$ cat src/verilog/sdp_defs.vh
// sdp_defs.vh: addresses, field positions, reset values and counts of the
// dual mode serial port. Assumes the includer uses 16-bit CPU data addresses.
`ifndef SDP_DEFS_VH
`define SDP_DEFS_VH

// ----------------------------------------------------------------------
// register addresses
// ----------------------------------------------------------------------
`define SDP_ADDR_ASYNC_MODE 16'hFF70
`define SDP_ADDR_DATA 16'hFF71
`define SDP_ADDR_SYNC_CTRL 16'hFF72
`define SDP_ADDR_ASYNC_STAT 16'hFF73
`define SDP_ADDR_BAUD 16'hFF74

// ----------------------------------------------------------------------
// field positions
// ----------------------------------------------------------------------
`define SDP_SC_ENABLE 7
`define SDP_SC_SS_USE 6
`define SDP_SC_PHASE 3
`define SDP_SC_FIRST 2
`define SDP_SC_CLK_SRC 1
`define SDP_SC_POLARITY 0
`define SDP_AM_TX_EN 7
`define SDP_AM_RX_EN 6
`define SDP_AM_PAR_HI 5
`define SDP_AM_PAR_LO 4
`define SDP_AM_LEN8 3
`define SDP_AM_STOP2 2
`define SDP_ST_PARITY 2
`define SDP_ST_FRAMING 1
`define SDP_ST_OVERRUN 0

// ----------------------------------------------------------------------
// writable masks and reset values
// ----------------------------------------------------------------------
`define SDP_SC_MASK 8'hCF
`define SDP_AM_MASK 8'hFC
`define SDP_SC_RESET 8'h00
`define SDP_AM_RESET 8'h00
`define SDP_TX_RESET 8'hFF
`define SDP_BAUD_RESET 8'h0F
`define SDP_ST_RESET 3'h0

// ----------------------------------------------------------------------
// timing counts, in baud ticks and bits
// ----------------------------------------------------------------------
`define SDP_OVS_LAST 4'hF
`define SDP_OVS_MID 4'h7
`define SDP_EDGES_LAST 4'hF
`define SDP_BITS_LAST 3'h7

`endif

$ cat src/verilog/sdp_top.v
// sdp_top.v: data path of the dual mode serial port (UART and 3-wire).
// Assumes a CPU memory port on CLK_IN; pins arrive asynchronously.
//
// Overview of operation
// - writing transmit register starts a transmission
// - seven-bit characters send bits 0 to 6
// - transmit register resets to ones, write only
// - one address: read buffer, write transmit
// - shift register assembles character, copies to buffer
// - seven-bit receive leaves buffer MSB zero
// - buffer readable as byte, never writable
// - receive buffer undefined after reset
// - transmitter adds start, parity and stop bits
// - receiver flags parity and other errors
// - sync control resets zero, bit or byte writable
// - sync enable bit gates 3-wire operation
// - slave select low enables when used
// - data phase picks output clock edge
// - first-bit select picks MSB or LSB
// - clock source: pin or baud generator
// - clock polarity sets idle clock level
// - 3-wire shifts eight bits both ways
// - UART transmit and receive run concurrently
`timescale 1ns/100ps
`default_nettype none
`include "sdp_defs.vh"

module sdp_top
(
  input wire CLK_IN,
  input wire RESET_N_IN,
  input wire [15:0] ADDR_IN,
  input wire WR_IN,
  input wire RD_IN,
  input wire [7:0] WDATA_IN,
  input wire BIT_WR_IN,
  input wire [2:0] BIT_SEL_IN,
  input wire BIT_VAL_IN,
  input wire RXD_SI_IN,
  input wire SCK_IN,
  input wire SLAVE_SELECT_N_IN,
  output reg [7:0] RDATA_OUT,
  output reg TXD_OUT,
  output reg SO_OUT,
  output reg SCK_OUT,
  output reg SCK_OE_N_OUT,
  output reg DONE_OUT
);

  localparam TX_IDLE = 3'd0;
  localparam TX_START = 3'd1;
  localparam TX_DATA = 3'd2;
  localparam TX_PAR = 3'd3;
  localparam TX_STOP = 3'd4;
  localparam RX_IDLE = 3'd0;
  localparam RX_START = 3'd1;
  localparam RX_DATA = 3'd2;
  localparam RX_PAR = 3'd3;
  localparam RX_STOP = 3'd4;

  reg [7:0] sync_mode_control_reg;
  reg [7:0] async_mode_reg;
  reg [2:0] async_status_reg;
  reg [7:0] baud_divider_reg;
  reg [7:0] transmit_shift_reg;
  reg [7:0] receive_shift_reg;
  reg [7:0] receive_buffer_reg;
  reg rx_full_reg;
  reg [7:0] sync_mode_control_next;
  reg [7:0] async_mode_next;
  wire [2:0] pins;
  wire tick;

  // ----------------------------------------------------------------------
  // pin synchronisers and baud divider
  // ----------------------------------------------------------------------
  sdp_sync #(.WIDTH(3)) u_sync
  (
    .clk_in(CLK_IN),
    .reset_n_in(RESET_N_IN),
    .pins_in({SLAVE_SELECT_N_IN, SCK_IN, RXD_SI_IN}),
    .levels_out(pins)
  );
  sdp_baud u_baud
  (
    .clk_in(CLK_IN),
    .reset_n_in(RESET_N_IN),
    .divisor_in(baud_divider_reg),
    .tick_out(tick)
  );

  // ----------------------------------------------------------------------
  // CPU access decode
  // ----------------------------------------------------------------------
  wire at_data = ADDR_IN == `SDP_ADDR_DATA;
  wire at_sc = ADDR_IN == `SDP_ADDR_SYNC_CTRL;
  wire at_am = ADDR_IN == `SDP_ADDR_ASYNC_MODE;
  wire at_st = ADDR_IN == `SDP_ADDR_ASYNC_STAT;
  wire wr_data = WR_IN && at_data;
  wire sync_en = sync_mode_control_reg[`SDP_SC_ENABLE];
  wire dap = sync_mode_control_reg[`SDP_SC_PHASE];
  wire lsb_first = sync_mode_control_reg[`SDP_SC_FIRST];
  wire int_clk = sync_mode_control_reg[`SDP_SC_CLK_SRC];
  wire ckp = sync_mode_control_reg[`SDP_SC_POLARITY];
  wire len8 = async_mode_reg[`SDP_AM_LEN8];
  wire [1:0] par_mode = async_mode_reg[`SDP_AM_PAR_HI:`SDP_AM_PAR_LO];

  // byte write or single-bit write merged into one next value
  function [7:0] merge;
    input [7:0] old;
    input byte_wr;
    input bit_wr;
    input [7:0] mask;
    reg [7:0] val;
    begin
      val = old;
      if (byte_wr)
        val = WDATA_IN;
      else if (bit_wr)
        val[BIT_SEL_IN] = BIT_VAL_IN;
      merge = val & mask;
    end
  endfunction

  // control registers take byte or bit writes; sync control bits 4,5 and async mode bits 0,1 always stay zero
  always @*
  begin
    sync_mode_control_next = merge(sync_mode_control_reg, WR_IN && at_sc, BIT_WR_IN && at_sc, `SDP_SC_MASK);
    async_mode_next = merge(async_mode_reg, WR_IN && at_am, BIT_WR_IN && at_am, `SDP_AM_MASK);
  end

  // ----------------------------------------------------------------------
  // 3-wire engine
  // ----------------------------------------------------------------------
  reg sync_busy_reg;
  reg [7:0] sync_sr_reg;
  reg [3:0] samp_cnt_reg;
  reg [3:0] edge_cnt_reg;
  reg sck_prev_reg;
  reg sync_done_reg;
  wire comm_ok = !sync_mode_control_reg[`SDP_SC_SS_USE] || !pins[2];
  wire run = sync_en && sync_busy_reg && comm_ok;
  wire go_rise = int_clk ? (tick && !SCK_OUT) : (pins[1] && !sck_prev_reg);
  wire go_fall = int_clk ? (tick && SCK_OUT) : (!pins[1] && sck_prev_reg);
  wire samp_edge = run && (dap ? go_fall : go_rise);
  wire out_edge = run && (dap ? go_rise : go_fall);
  wire [7:0] sync_shifted = lsb_first ? {pins[0], sync_sr_reg[7:1]} : {sync_sr_reg[6:0], pins[0]};
  wire samp_last = samp_edge && samp_cnt_reg[2:0] == `SDP_BITS_LAST;

  // shifts eight bits out and in at once; a write mid-transfer is the caller's fault
  always @(posedge CLK_IN or negedge RESET_N_IN)
  begin
    if (!RESET_N_IN)
    begin
      sync_busy_reg <= 1'b0;
      sync_sr_reg <= 8'h00;
      samp_cnt_reg <= 4'h0;
      edge_cnt_reg <= 4'h0;
      sck_prev_reg <= 1'b1;
      sync_done_reg <= 1'b0;
      SO_OUT <= 1'b1;
      SCK_OUT <= 1'b1;
      SCK_OE_N_OUT <= 1'b1;
    end
    else
    begin
      sck_prev_reg <= pins[1];
      sync_done_reg <= samp_last;
      SCK_OE_N_OUT <= !(sync_en && int_clk);
      if (!sync_en)
      begin
        sync_busy_reg <= 1'b0;
      end
      else if (wr_data)
      begin
        sync_busy_reg <= 1'b1;
        sync_sr_reg <= WDATA_IN;
        samp_cnt_reg <= 4'h0;
        edge_cnt_reg <= 4'h0;
        SO_OUT <= lsb_first ? WDATA_IN[0] : WDATA_IN[7];
      end
      else
      begin
        if (samp_edge)
        begin
          sync_sr_reg <= sync_shifted;
          samp_cnt_reg <= samp_cnt_reg + 4'h1;
          if (samp_last && !int_clk)
            sync_busy_reg <= 1'b0;
        end
        if (out_edge && samp_cnt_reg != 4'h0)
          SO_OUT <= lsb_first ? sync_sr_reg[0] : sync_sr_reg[7];
        // internal clock runs sixteen edges so the line ends idle
        if (run && int_clk && tick)
        begin
          edge_cnt_reg <= edge_cnt_reg + 4'h1;
          if (edge_cnt_reg == `SDP_EDGES_LAST)
            sync_busy_reg <= 1'b0;
        end
      end
      if (!(run && int_clk))
        SCK_OUT <= !ckp;
      else if (tick)
        SCK_OUT <= !SCK_OUT;
    end
  end

  // ----------------------------------------------------------------------
  // UART transmitter
  // ----------------------------------------------------------------------
  reg [2:0] tx_state_reg;
  reg [3:0] tx_tick_reg;
  reg [2:0] tx_bit_reg;
  reg [7:0] tx_sr_reg;
  reg tx_stop2_reg;
  wire tx_bit_end = tick && tx_tick_reg == `SDP_OVS_LAST;
  // odd parity makes the total odd, zero mode sends a fixed 0
  wire [7:0] tx_masked = len8 ? transmit_shift_reg : {1'b0, transmit_shift_reg[6:0]};
  wire tx_parity_bit = par_mode == 2'b10 ? ~^tx_masked : (par_mode == 2'b11 ? ^tx_masked : 1'b0);
  reg tx_par_hold_reg;

  // framing follows the async mode register sampled at the start; parity on or off is read live after the last data bit
  always @(posedge CLK_IN or negedge RESET_N_IN)
  begin
    if (!RESET_N_IN)
    begin
      tx_state_reg <= TX_IDLE;
      tx_tick_reg <= 4'h0;
      tx_bit_reg <= 3'h0;
      tx_sr_reg <= 8'hFF;
      tx_stop2_reg <= 1'b0;
      tx_par_hold_reg <= 1'b0;
      TXD_OUT <= 1'b1;
    end
    else
    begin
      if (tick)
        tx_tick_reg <= tx_tick_reg + 4'h1;
      case (tx_state_reg)
        TX_IDLE:
        begin
          TXD_OUT <= 1'b1;
          tx_tick_reg <= 4'h0;
          if (wr_data && !sync_en && async_mode_reg[`SDP_AM_TX_EN])
            tx_state_reg <= TX_START;
        end
        TX_START:
        begin
          TXD_OUT <= 1'b0;
          tx_sr_reg <= transmit_shift_reg;
          tx_par_hold_reg <= tx_parity_bit;
          tx_stop2_reg <= async_mode_reg[`SDP_AM_STOP2];
          tx_bit_reg <= len8 ? 3'h7 : 3'h6;
          if (tx_bit_end)
            tx_state_reg <= TX_DATA;
        end
        TX_DATA:
        begin
          TXD_OUT <= tx_sr_reg[0];
          if (tx_bit_end)
          begin
            tx_sr_reg <= {1'b1, tx_sr_reg[7:1]};
            tx_bit_reg <= tx_bit_reg - 3'h1;
            if (tx_bit_reg == 3'h0)
              tx_state_reg <= par_mode == 2'b00 ? TX_STOP : TX_PAR;
          end
        end
        TX_PAR:
        begin
          TXD_OUT <= tx_par_hold_reg;
          if (tx_bit_end)
            tx_state_reg <= TX_STOP;
        end
        TX_STOP:
        begin
          TXD_OUT <= 1'b1;
          if (tx_bit_end)
          begin
            tx_stop2_reg <= 1'b0;
            if (!tx_stop2_reg)
              tx_state_reg <= TX_IDLE;
          end
        end
        default:
          tx_state_reg <= TX_IDLE;
      endcase
    end
  end

  // ----------------------------------------------------------------------
  // UART receiver, independent of the transmitter
  // ----------------------------------------------------------------------
  reg [2:0] rx_state_reg;
  reg [3:0] rx_tick_reg;
  reg [2:0] rx_bit_reg;
  reg rx_par_reg;
  reg rx_perr_reg;
  reg [2:0] st_set;
  reg rx_load;
  wire rx_mid = tick && rx_tick_reg == `SDP_OVS_LAST;

  always @(posedge CLK_IN or negedge RESET_N_IN)
  begin
    if (!RESET_N_IN)
    begin
      rx_state_reg <= RX_IDLE;
      rx_tick_reg <= 4'h0;
      rx_bit_reg <= 3'h0;
      rx_par_reg <= 1'b0;
      rx_perr_reg <= 1'b0;
      receive_shift_reg <= 8'h00;
    end
    else
    begin
      if (tick)
        rx_tick_reg <= rx_tick_reg + 4'h1;
      case (rx_state_reg)
        RX_IDLE:
        begin
          rx_tick_reg <= 4'h0;
          rx_par_reg <= 1'b0;
          rx_bit_reg <= len8 ? 3'h7 : 3'h6;
          if (!pins[0] && !sync_en && async_mode_reg[`SDP_AM_RX_EN])
            rx_state_reg <= RX_START;
        end
        RX_START:
        begin
          // recheck at mid bit so a glitch is not taken as a start
          if (tick && rx_tick_reg == `SDP_OVS_MID)
          begin
            rx_tick_reg <= 4'h0;
            rx_state_reg <= pins[0] ? RX_IDLE : RX_DATA;
          end
        end
        RX_DATA:
        begin
          if (rx_mid)
          begin
            receive_shift_reg <= {pins[0], receive_shift_reg[7:1]};
            rx_par_reg <= rx_par_reg ^ pins[0];
            rx_bit_reg <= rx_bit_reg - 3'h1;
            if (rx_bit_reg == 3'h0)
              rx_state_reg <= par_mode == 2'b00 ? RX_STOP : RX_PAR;
          end
        end
        RX_PAR:
        begin
          if (rx_mid)
          begin
            // odd mode errs on an even total of ones, even mode on an odd total
            rx_perr_reg <= par_mode[1] && ((rx_par_reg ^ pins[0]) == par_mode[0]);
            rx_state_reg <= RX_STOP;
          end
        end
        RX_STOP:
        begin
          if (rx_mid)
            rx_state_reg <= RX_IDLE;
        end
        default:
          rx_state_reg <= RX_IDLE;
      endcase
      if (rx_state_reg == RX_IDLE)
        rx_perr_reg <= 1'b0;
    end
  end

  // error events of a finished character, with overrun from the full flag
  always @*
  begin
    rx_load = rx_state_reg == RX_STOP && rx_mid;
    st_set = 3'h0;
    st_set[`SDP_ST_PARITY] = rx_load && rx_perr_reg;
    st_set[`SDP_ST_FRAMING] = rx_load && !pins[0];
    st_set[`SDP_ST_OVERRUN] = (rx_load || sync_done_reg) && rx_full_reg;
  end

  // ----------------------------------------------------------------------
  // registers, buffer and read port
  // ----------------------------------------------------------------------
  // buffer has no reset
  always @(posedge CLK_IN)
  begin
    if (rx_load)
      receive_buffer_reg <= len8 ? receive_shift_reg : {1'b0, receive_shift_reg[7:1]};
    else if (sync_done_reg)
      receive_buffer_reg <= sync_sr_reg;
  end

  // flags set by hardware win over a clearing read in the same cycle
  always @(posedge CLK_IN or negedge RESET_N_IN)
  begin
    if (!RESET_N_IN)
    begin
      sync_mode_control_reg <= `SDP_SC_RESET;
      async_mode_reg <= `SDP_AM_RESET;
      baud_divider_reg <= `SDP_BAUD_RESET;
      transmit_shift_reg <= `SDP_TX_RESET;
      async_status_reg <= `SDP_ST_RESET;
      rx_full_reg <= 1'b0;
      RDATA_OUT <= 8'h00;
      DONE_OUT <= 1'b0;
    end
    else
    begin
      sync_mode_control_reg <= sync_mode_control_next;
      async_mode_reg <= async_mode_next;
      if (WR_IN && ADDR_IN == `SDP_ADDR_BAUD)
        baud_divider_reg <= WDATA_IN;
      if (wr_data)
        transmit_shift_reg <= WDATA_IN;
      async_status_reg <= (async_status_reg & {3{!(RD_IN && at_st)}}) | st_set;
      rx_full_reg <= (rx_full_reg && !(RD_IN && at_data)) || rx_load || sync_done_reg;
      DONE_OUT <= rx_load || sync_done_reg;
      if (RD_IN)
      begin
        if (at_data)
          RDATA_OUT <= receive_buffer_reg;
        else if (at_sc)
          RDATA_OUT <= sync_mode_control_reg;
        else if (at_am)
          RDATA_OUT <= async_mode_reg;
        else if (at_st)
          RDATA_OUT <= {5'h00, async_status_reg};
        else if (ADDR_IN == `SDP_ADDR_BAUD)
          RDATA_OUT <= baud_divider_reg;
        else
          RDATA_OUT <= 8'h00;
      end
    end
  end

endmodule // sdp_top
`default_nettype wire

$ cat src/verilog/sdp_sync.v
// sdp_sync.v: two flip-flop synchroniser for a group of pin levels.
// Assumes the pins are slow levels with no relation to CLK_IN.
`timescale 1ns/100ps
`default_nettype none

module sdp_sync
#(
  parameter WIDTH = 3
)
(
  input wire clk_in,
  input wire reset_n_in,
  input wire [WIDTH-1:0] pins_in,
  output wire [WIDTH-1:0] levels_out
);

  // ----------------------------------------------------------------------
  // per-bit stages
  // ----------------------------------------------------------------------
  genvar i;
  generate
    for (i = 0; i < WIDTH; i = i + 1)
    begin : g_bit
      reg first_reg;
      reg second_reg;
      // first stage feeds only the second; resets idle high like the pins
      always @(posedge clk_in or negedge reset_n_in)
      begin
        if (!reset_n_in)
        begin
          first_reg <= 1'b1;
          second_reg <= 1'b1;
        end
        else
        begin
          first_reg <= pins_in[i];
          second_reg <= first_reg;
        end
      end
      assign levels_out[i] = second_reg;
    end
  endgenerate

endmodule // sdp_sync
`default_nettype wire

$ cat src/verilog/sdp_baud.v
// sdp_baud.v: baud tick divider, one-cycle enable every divisor+1 clocks.
// Assumes the divisor is static while a transfer runs.
`timescale 1ns/100ps
`default_nettype none

module sdp_baud
(
  input wire clk_in,
  input wire reset_n_in,
  input wire [7:0] divisor_in,
  output reg tick_out
);

  reg [7:0] count_reg;

  // ----------------------------------------------------------------------
  // divider
  // ----------------------------------------------------------------------
  // count up to the divisor, then pulse and restart
  always @(posedge clk_in or negedge reset_n_in)
  begin
    if (!reset_n_in)
    begin
      count_reg <= 8'h00;
      tick_out <= 1'b0;
    end
    else if (count_reg >= divisor_in)
    begin
      count_reg <= 8'h00;
      tick_out <= 1'b1;
    end
    else
    begin
      count_reg <= count_reg + 8'h01;
      tick_out <= 1'b0;
    end
  end

endmodule // sdp_baud
`default_nettype wire

$ cat config.mk
export PLATFORM = sky130hd
export DESIGN_NAME = sdp_top
export DESIGN_NICKNAME = d
export VERILOG_FILES = /design/src/verilog/sdp_top.v /design/src/verilog/sdp_sync.v /design/src/verilog/sdp_baud.v
export VERILOG_INCLUDE_DIRS = /design/src /design/src/verilog
export SDC_FILE = /design/constraint.sdc
export NUM_CORES = 1
export LEC_CHECK = 0
export BUFFER_PORTS_ARGS = -buffer_cell sky130_fd_sc_hd__clkbuf_2
export CORE_AREA = 3 3 97 168
export DETAILED_ROUTE_END_ITERATION = 10
export DIE_AREA = 0 0 100 171
export SYNTH_ARGS = -nofsm -noshare
export SYNTH_HDL_FRONTEND = slang
export SYNTH_SLANG_ARGS = --single-unit
export TNS_END_PERCENT = 20
$ cat constraint.sdc
create_clock -name CLK_IN -period 2.7 [get_ports CLK_IN]
set_input_delay 0.135 -clock CLK_IN [delete_from_list [all_inputs] [get_ports CLK_IN]]
set_output_delay 0.135 -clock CLK_IN [all_outputs]
set_load 0.01 [all_outputs]
==> qor.csv, run 1 <==
metric,value,unit
reg2reg_from,sync_mode_control_reg[1],
layout_min_cycle_time,2410,ps
drv_slew,0,
fin_crit_sh,89.1,%
diodes,0,
dr.pass1.iters,5,
fp-row-count,59,
vias_per_cell,5.71,
die_x,100,um
synth_most_common_cell,nand2_1,
drc_errors,0,
grt-ovfl-total,0,
start_util,44.8,%
synth.area.top_cells,"dfrtp_1 (33%), dfstp_2 (12%), nand2_1 (5.8%)",
die_y,171,um
cp-end-kind,flip-flop,
instances_no_fill,917,
grt.total_usage,20.7,%
cts_max_level,4,
tns,0,ps
min-delay-path-class,primary input to flip-flop,
fmax,0.415,GHz
place_inst,882,
arrival,2700,ps
hold_viol,0,
ys.flop_type,dfrtp_1,
regArea,0.00326,mm2
holdWs,23.6,ps
portBuffers,48,
ys_seq_area_share,48.5,%
grt_max_degree,120,
wire_per_inst,18.6,um
rsz0062_at_grt,no,
p_leak,3.39,nW
worstPathRequired,2990,ps
synth-seq-cells,127,
power_density,745,mW/mm2
routed_wirelength,17.0,mm
avgSynthCellArea,9.89,um2
endpoint,sync_sr_reg[3],
synthCells,679,
clk_latency,420,ps
drive_gt1_share,19.9,%
area_delta_synth_final,14.6,%
path_clk_slew,50,ps
nets,777,
cts-resized-gates,0,
async_flop_share,93.7,%
syn_area,0.00672,mm2
yosys_warnings,0,
grt_antenna_before_repair,0,
core_area,0.0150,mm2
drv_cap,0,
crit_start,sync_mode_control_reg[1],
numCtsBuffers,17,
ys_top_cells_by_count,"nand2_1 (103), dfrtp_1 (88), nor2_1 (64)",
synth-edff-count,8,
dp_slack,317,ps
drt_iter0_markers,339,
path_class,flip-flop to flip-flop,
vdd_drop_max,0.000449,V
cts_setup_buffers,0,
max_slew.worst_pin.slew,1240,ps
r2r_cells,5,
r2r_slack,290,ps
multi_input_area,0.00320,mm2
status,completed,
setup_ws,293,ps
r2r-end,sync_sr_reg[3],
synth_top_area_share,32.8,%
cp-start-kind,flip-flop,
dp_hpwl,12.5,mm
clock-root-buffer,clkbuf_16,
nFillCells,1357,
clock_skew,8.46,ps
postSynthNetCount,734,
die_area,0.0171,mm2
synth_cell_types,75,
yosysTopAreaCell,dfrtp_1,
io_pins,49,
cts_tree,yes,
maxSlewHeadroom,16.6,%
setup_viol,0,
grt_pass1_vias,5368,
power,5.74,mW
clock_sinks,127,
vias,5232,
grt_pass1_wl,27.3,mm
min_path_cells,3,
crit_fanout,11,
drtAntennaViolNets,0,
place_congestion,0.854,
clockBufferDepth,2,
==> cells by family (layout without fill, tap and decap cells) <==
kind of cell	Yosys count	after routing	share of synthesized area, %
AND/OR/NAND/NOR	259	259	19.1
XOR/XNOR	28	28	3.86
AO/OA/AOI/OAI	144	144	14.3
adder cells (fa/ha/maj)	19	19	3.54
multiplexers	42	42	6.91
buffers and inverters	60	115	3.82
flip-flops	127	127	48.5
==> critical path, stage by stage, from the launching register on <==
cell and delay, ps:
dfrtp_1 510, nor4b_2 390, a211oi_2 120, a211oi_1 980
nand2_1 120, o221a_1 170
==> per-layer routing <==
layer | global-route usage, % | vias to the layer above | part of all wire, %
li1 | - | 2491 | -
met1 | 23.5 | 2550 | 38
met2 | 35.1 | 130 | 51
met3 | 3.63 | 61 | 3.3
met4 | 14.3 | 0 | 7.0
met5 | 0 | - | 0
==> area by class of cell <==
type | count | area share [%]
Inverter | 26 | 1.27
Clock inverter | 11 | 1.51
Clock buffer | 20 | 5.93
Sequential cell | 127 | 42.3
Multi-Input combinational cell | 492 | 41.6
Timing Repair Buffer | 58 | 4.42
Tap cell | 183 | 2.97
==> stage by stage <==
step,utilization [%],area [um2]
2_1_floorplan,-,6720
3_3_place_gp,47.3,7090
3_5_place_dp,47.3,7090
4_1_cts,51.4,7700
5_1_grt,51.4,7700
6_report,51.4,7700
==> how the worst min path moves through the flow <==
stage,from,to
floorplan,RESET_N_IN,DONE_OUT
global route,WDATA_IN[4],transmit_shift_reg[4]
CTS,WDATA_IN[4],transmit_shift_reg[4]
global placement,SCK_IN,u_sync.g_bit[1].first_reg
detailed placement,SCK_IN,u_sync.g_bit[1].first_reg
finish,WDATA_IN[6],transmit_shift_reg[6]
==> report_power, final <==
part           internal [mW]  total [mW]  leakage (nW)  switching (mW)
Clock                   1.39        2.22         0.277           0.826
Sequential              2.22        2.50          1.49           0.274
Combinational          0.443        1.03          1.62           0.583
==> cells in the final DEF, fill, tap and decap left out, types with 9 or more instances in the layout <==
master and n:
inv_1 26, xnor2_1 14, a31oi_1 12, nand4_1 11
nor2_1 64, a21oi_1 34, dfrtp_1 88, clkbuf_2 47
ha_1 19, nor2b_1 10, dfstp_2 31, nor3_1 9
nand3_1 15, xor2_1 13, clkbuf_16 17, o21ai_0 34
and3_1 12, mux2i_1 31, nand2_1 103
==> timing repair <==
action                                  in CTS  in global routing
hold endpoints to repair                    91                  0
endpoints found under the setup margin       0                  0
hold buffers                                 4                  0
No activity file was read; power rests on OpenSTA's default activity.
==> inputs of run 2 (changes only) <==
Settings changed: CORE_AREA 3 3 97 168 to 3 3 99 172, DIE_AREA 0 0 100 171 to 0 0 102 175.
==> run 2 against run 1 <==
Clock skew down 0.82 ps. Via count grew 0.50%. Sequential power about the same. Worst setup slack gained 440 ps. Largest power group unchanged. Final area up 1.5%. Register-to-register slack gained 440 ps. Wire length is 0.53% higher. Die area grew 4.4%. Power increased by 2.8%.
==> qor.csv, run 2 (synthesis gave the netlist of run 1 again) <==
metric,value,unit,change
arrival,2260,ps,was 2700 ps
r2r_cells,5,,unchanged
hold_viol,0,,unchanged
path_clk_slew,60,ps,was 50 ps
min-delay-path-class,primary input to flip-flop,,unchanged
nFillCells,1499,,"was 1,357"
setup_viol,0,,unchanged
timing.hold.worst.start,WDATA_IN[3],,was WDATA_IN[6]
path_class,flip-flop to flip-flop,,unchanged
min_path_cells,3,,unchanged
worstPathRequired,3000,ps,was 2990 ps
final_cell_mix,"nand2_1 (103), dfrtp_1 (88), nor2_1 (64)",,unchanged
clock_sinks,127,,unchanged
fin_crit_sh,72.9,%,was 89.1%
fmax,0.508,GHz,was 0.415 GHz
core_area,0.0159,mm2,was 0.0150 mm2
max_slew.worst_pin.slew,664,ps,was 1240 ps
r2r_slack,730,ps,was 290 ps
vdd_drop_max,0.000454,V,was 0.000449 V
die_y,175,um,was 171 um
r2r-end,samp_cnt_reg[0],,was sync_sr_reg[3]
clk_latency,410,ps,was 420 ps
cp-end-kind,flip-flop,,unchanged
tns,0,ps,unchanged
place_congestion,0.937,,was 0.854
numCtsBuffers,17,,unchanged
nets,784,,was 777
cts_max_level,4,,unchanged
grt_max_degree,42,,was 120
drt_iter0_markers,255,,was 339
grt.total_usage,20.2,%,was 20.7%
power_density,755,mW/mm2,was 745 mW/mm2
power,5.90,mW,was 5.74 mW
wire_per_inst,18.4,um,was 18.6 um
grt_pass1_vias,5392,,"was 5,368"
drc_errors,0,,unchanged
reg2reg_from,sync_mode_control_reg[1],,unchanged
clock_skew,7.65,ps,was 8.46 ps
maxSlewHeadroom,55.7,%,was 16.6%
drive_gt1_share,20.1,%,was 19.9%
vias_per_cell,5.65,,was 5.71
layout_min_cycle_time,1970,ps,was 2410 ps
cp-start-kind,flip-flop,,unchanged
area_delta_synth_final,16.4,%,was 14.6%
grt_pass1_wl,27.9,mm,was 27.3 mm
dr.pass1.iters,4,,was 5
cts_tree,yes,,unchanged
grt_antenna_before_repair,0,,unchanged
diodes,0,,unchanged
die_x,102,um,was 100 um
min_to,transmit_shift_reg[3],,was transmit_shift_reg[6]
start_util,42.3,%,was 44.8%
io_pins,49,,unchanged
drtAntennaViolNets,0,,unchanged
final_util,49.2,%,was 51.4%
clockBufferDepth,2,,unchanged
rsz0062_at_grt,no,,unchanged
p_leak,3.44,nW,was 3.39 nW
dp_hpwl,13.0,mm,was 12.5 mm
layout_commonest_cell,nand2_1,,unchanged
drv_slew,0,,unchanged
crit_fanout,11,,unchanged
grt-ovfl-total,0,,unchanged
status,completed,,unchanged
die_area,0.0179,mm2,was 0.0171 mm2
fp-row-count,61,,was 59
clock-root-buffer,clkbuf_16,,unchanged
portBuffers,48,,unchanged
vias,5258,,"was 5,232"
routed_wirelength,17.1,mm,was 17.0 mm
drv_cap,0,,unchanged
==> run 2: final cells by class <==
type                       count  area (um2)  share of cell area, %
tap                          189         236                   3.03
multi-input combinational    492        3200                   41.0
inverter                      26        97.6                   1.25
sequential                   127        3260                   41.7
clock buffer                  20         457                   5.84
timing repair buffer          65         405                   5.19
clock inverter                12         159                   2.03
==> run 2: metrics by stage <==
step           hold slack (ps)  instances  setup slack [ps]  instance area (um2)
2_1_floorplan             -161        679               884                 6720
3_3_place_gp               166        890               653                 7110
3_5_place_dp               172        890               630                 7110
4_1_cts                   12.9        931               715                 7820
5_1_grt                   35.2        931               514                 7820
6_report                  27.9        931               731                 7820
==> run 2: per-layer routing <==
layer	track usage (%)	part of all wire, %
met5	0	0
met3	3.44	3.3
met1	23.3	39
met4	10.3	4.0
met2	35.2	54
==> run 2: where the power goes <==
group	total (mW)	switching [mW]	internal (mW)
logic	1.04	0.589	0.451
clock network	2.38	0.871	1.51
registers	2.48	0.260	2.22
==> run 2: what timing repair did <==
action                                 CTS  global route
endpoints found under the hold margin   28             0
setup buffers                            0             0
hold buffers                             9             0
resized for setup                        0             0
==> run 2: worst max-delay path: stages (launching register included) <==
cell and delay [ps]:
dfrtp_1 610, and4bb_2 300, a211oi_2 390, a211oi_1 80, buf_4 190, mux2_2 270
==> run 2: worst max-delay path by stage <==
stage | startpoint | to
after CTS | baud_divider_reg[5] | u_baud.count_reg[2]
after detailed placement | ADDR_IN[1] | sync_sr_reg[5]
after global routing | rx_tick_reg[0] | rx_state_reg[2]
final | sync_mode_control_reg[1] | samp_cnt_reg[0]
after floorplan | rx_tick_reg[0] | receive_buffer_reg[0]
after global placement | ADDR_IN[1] | sync_sr_reg[2]
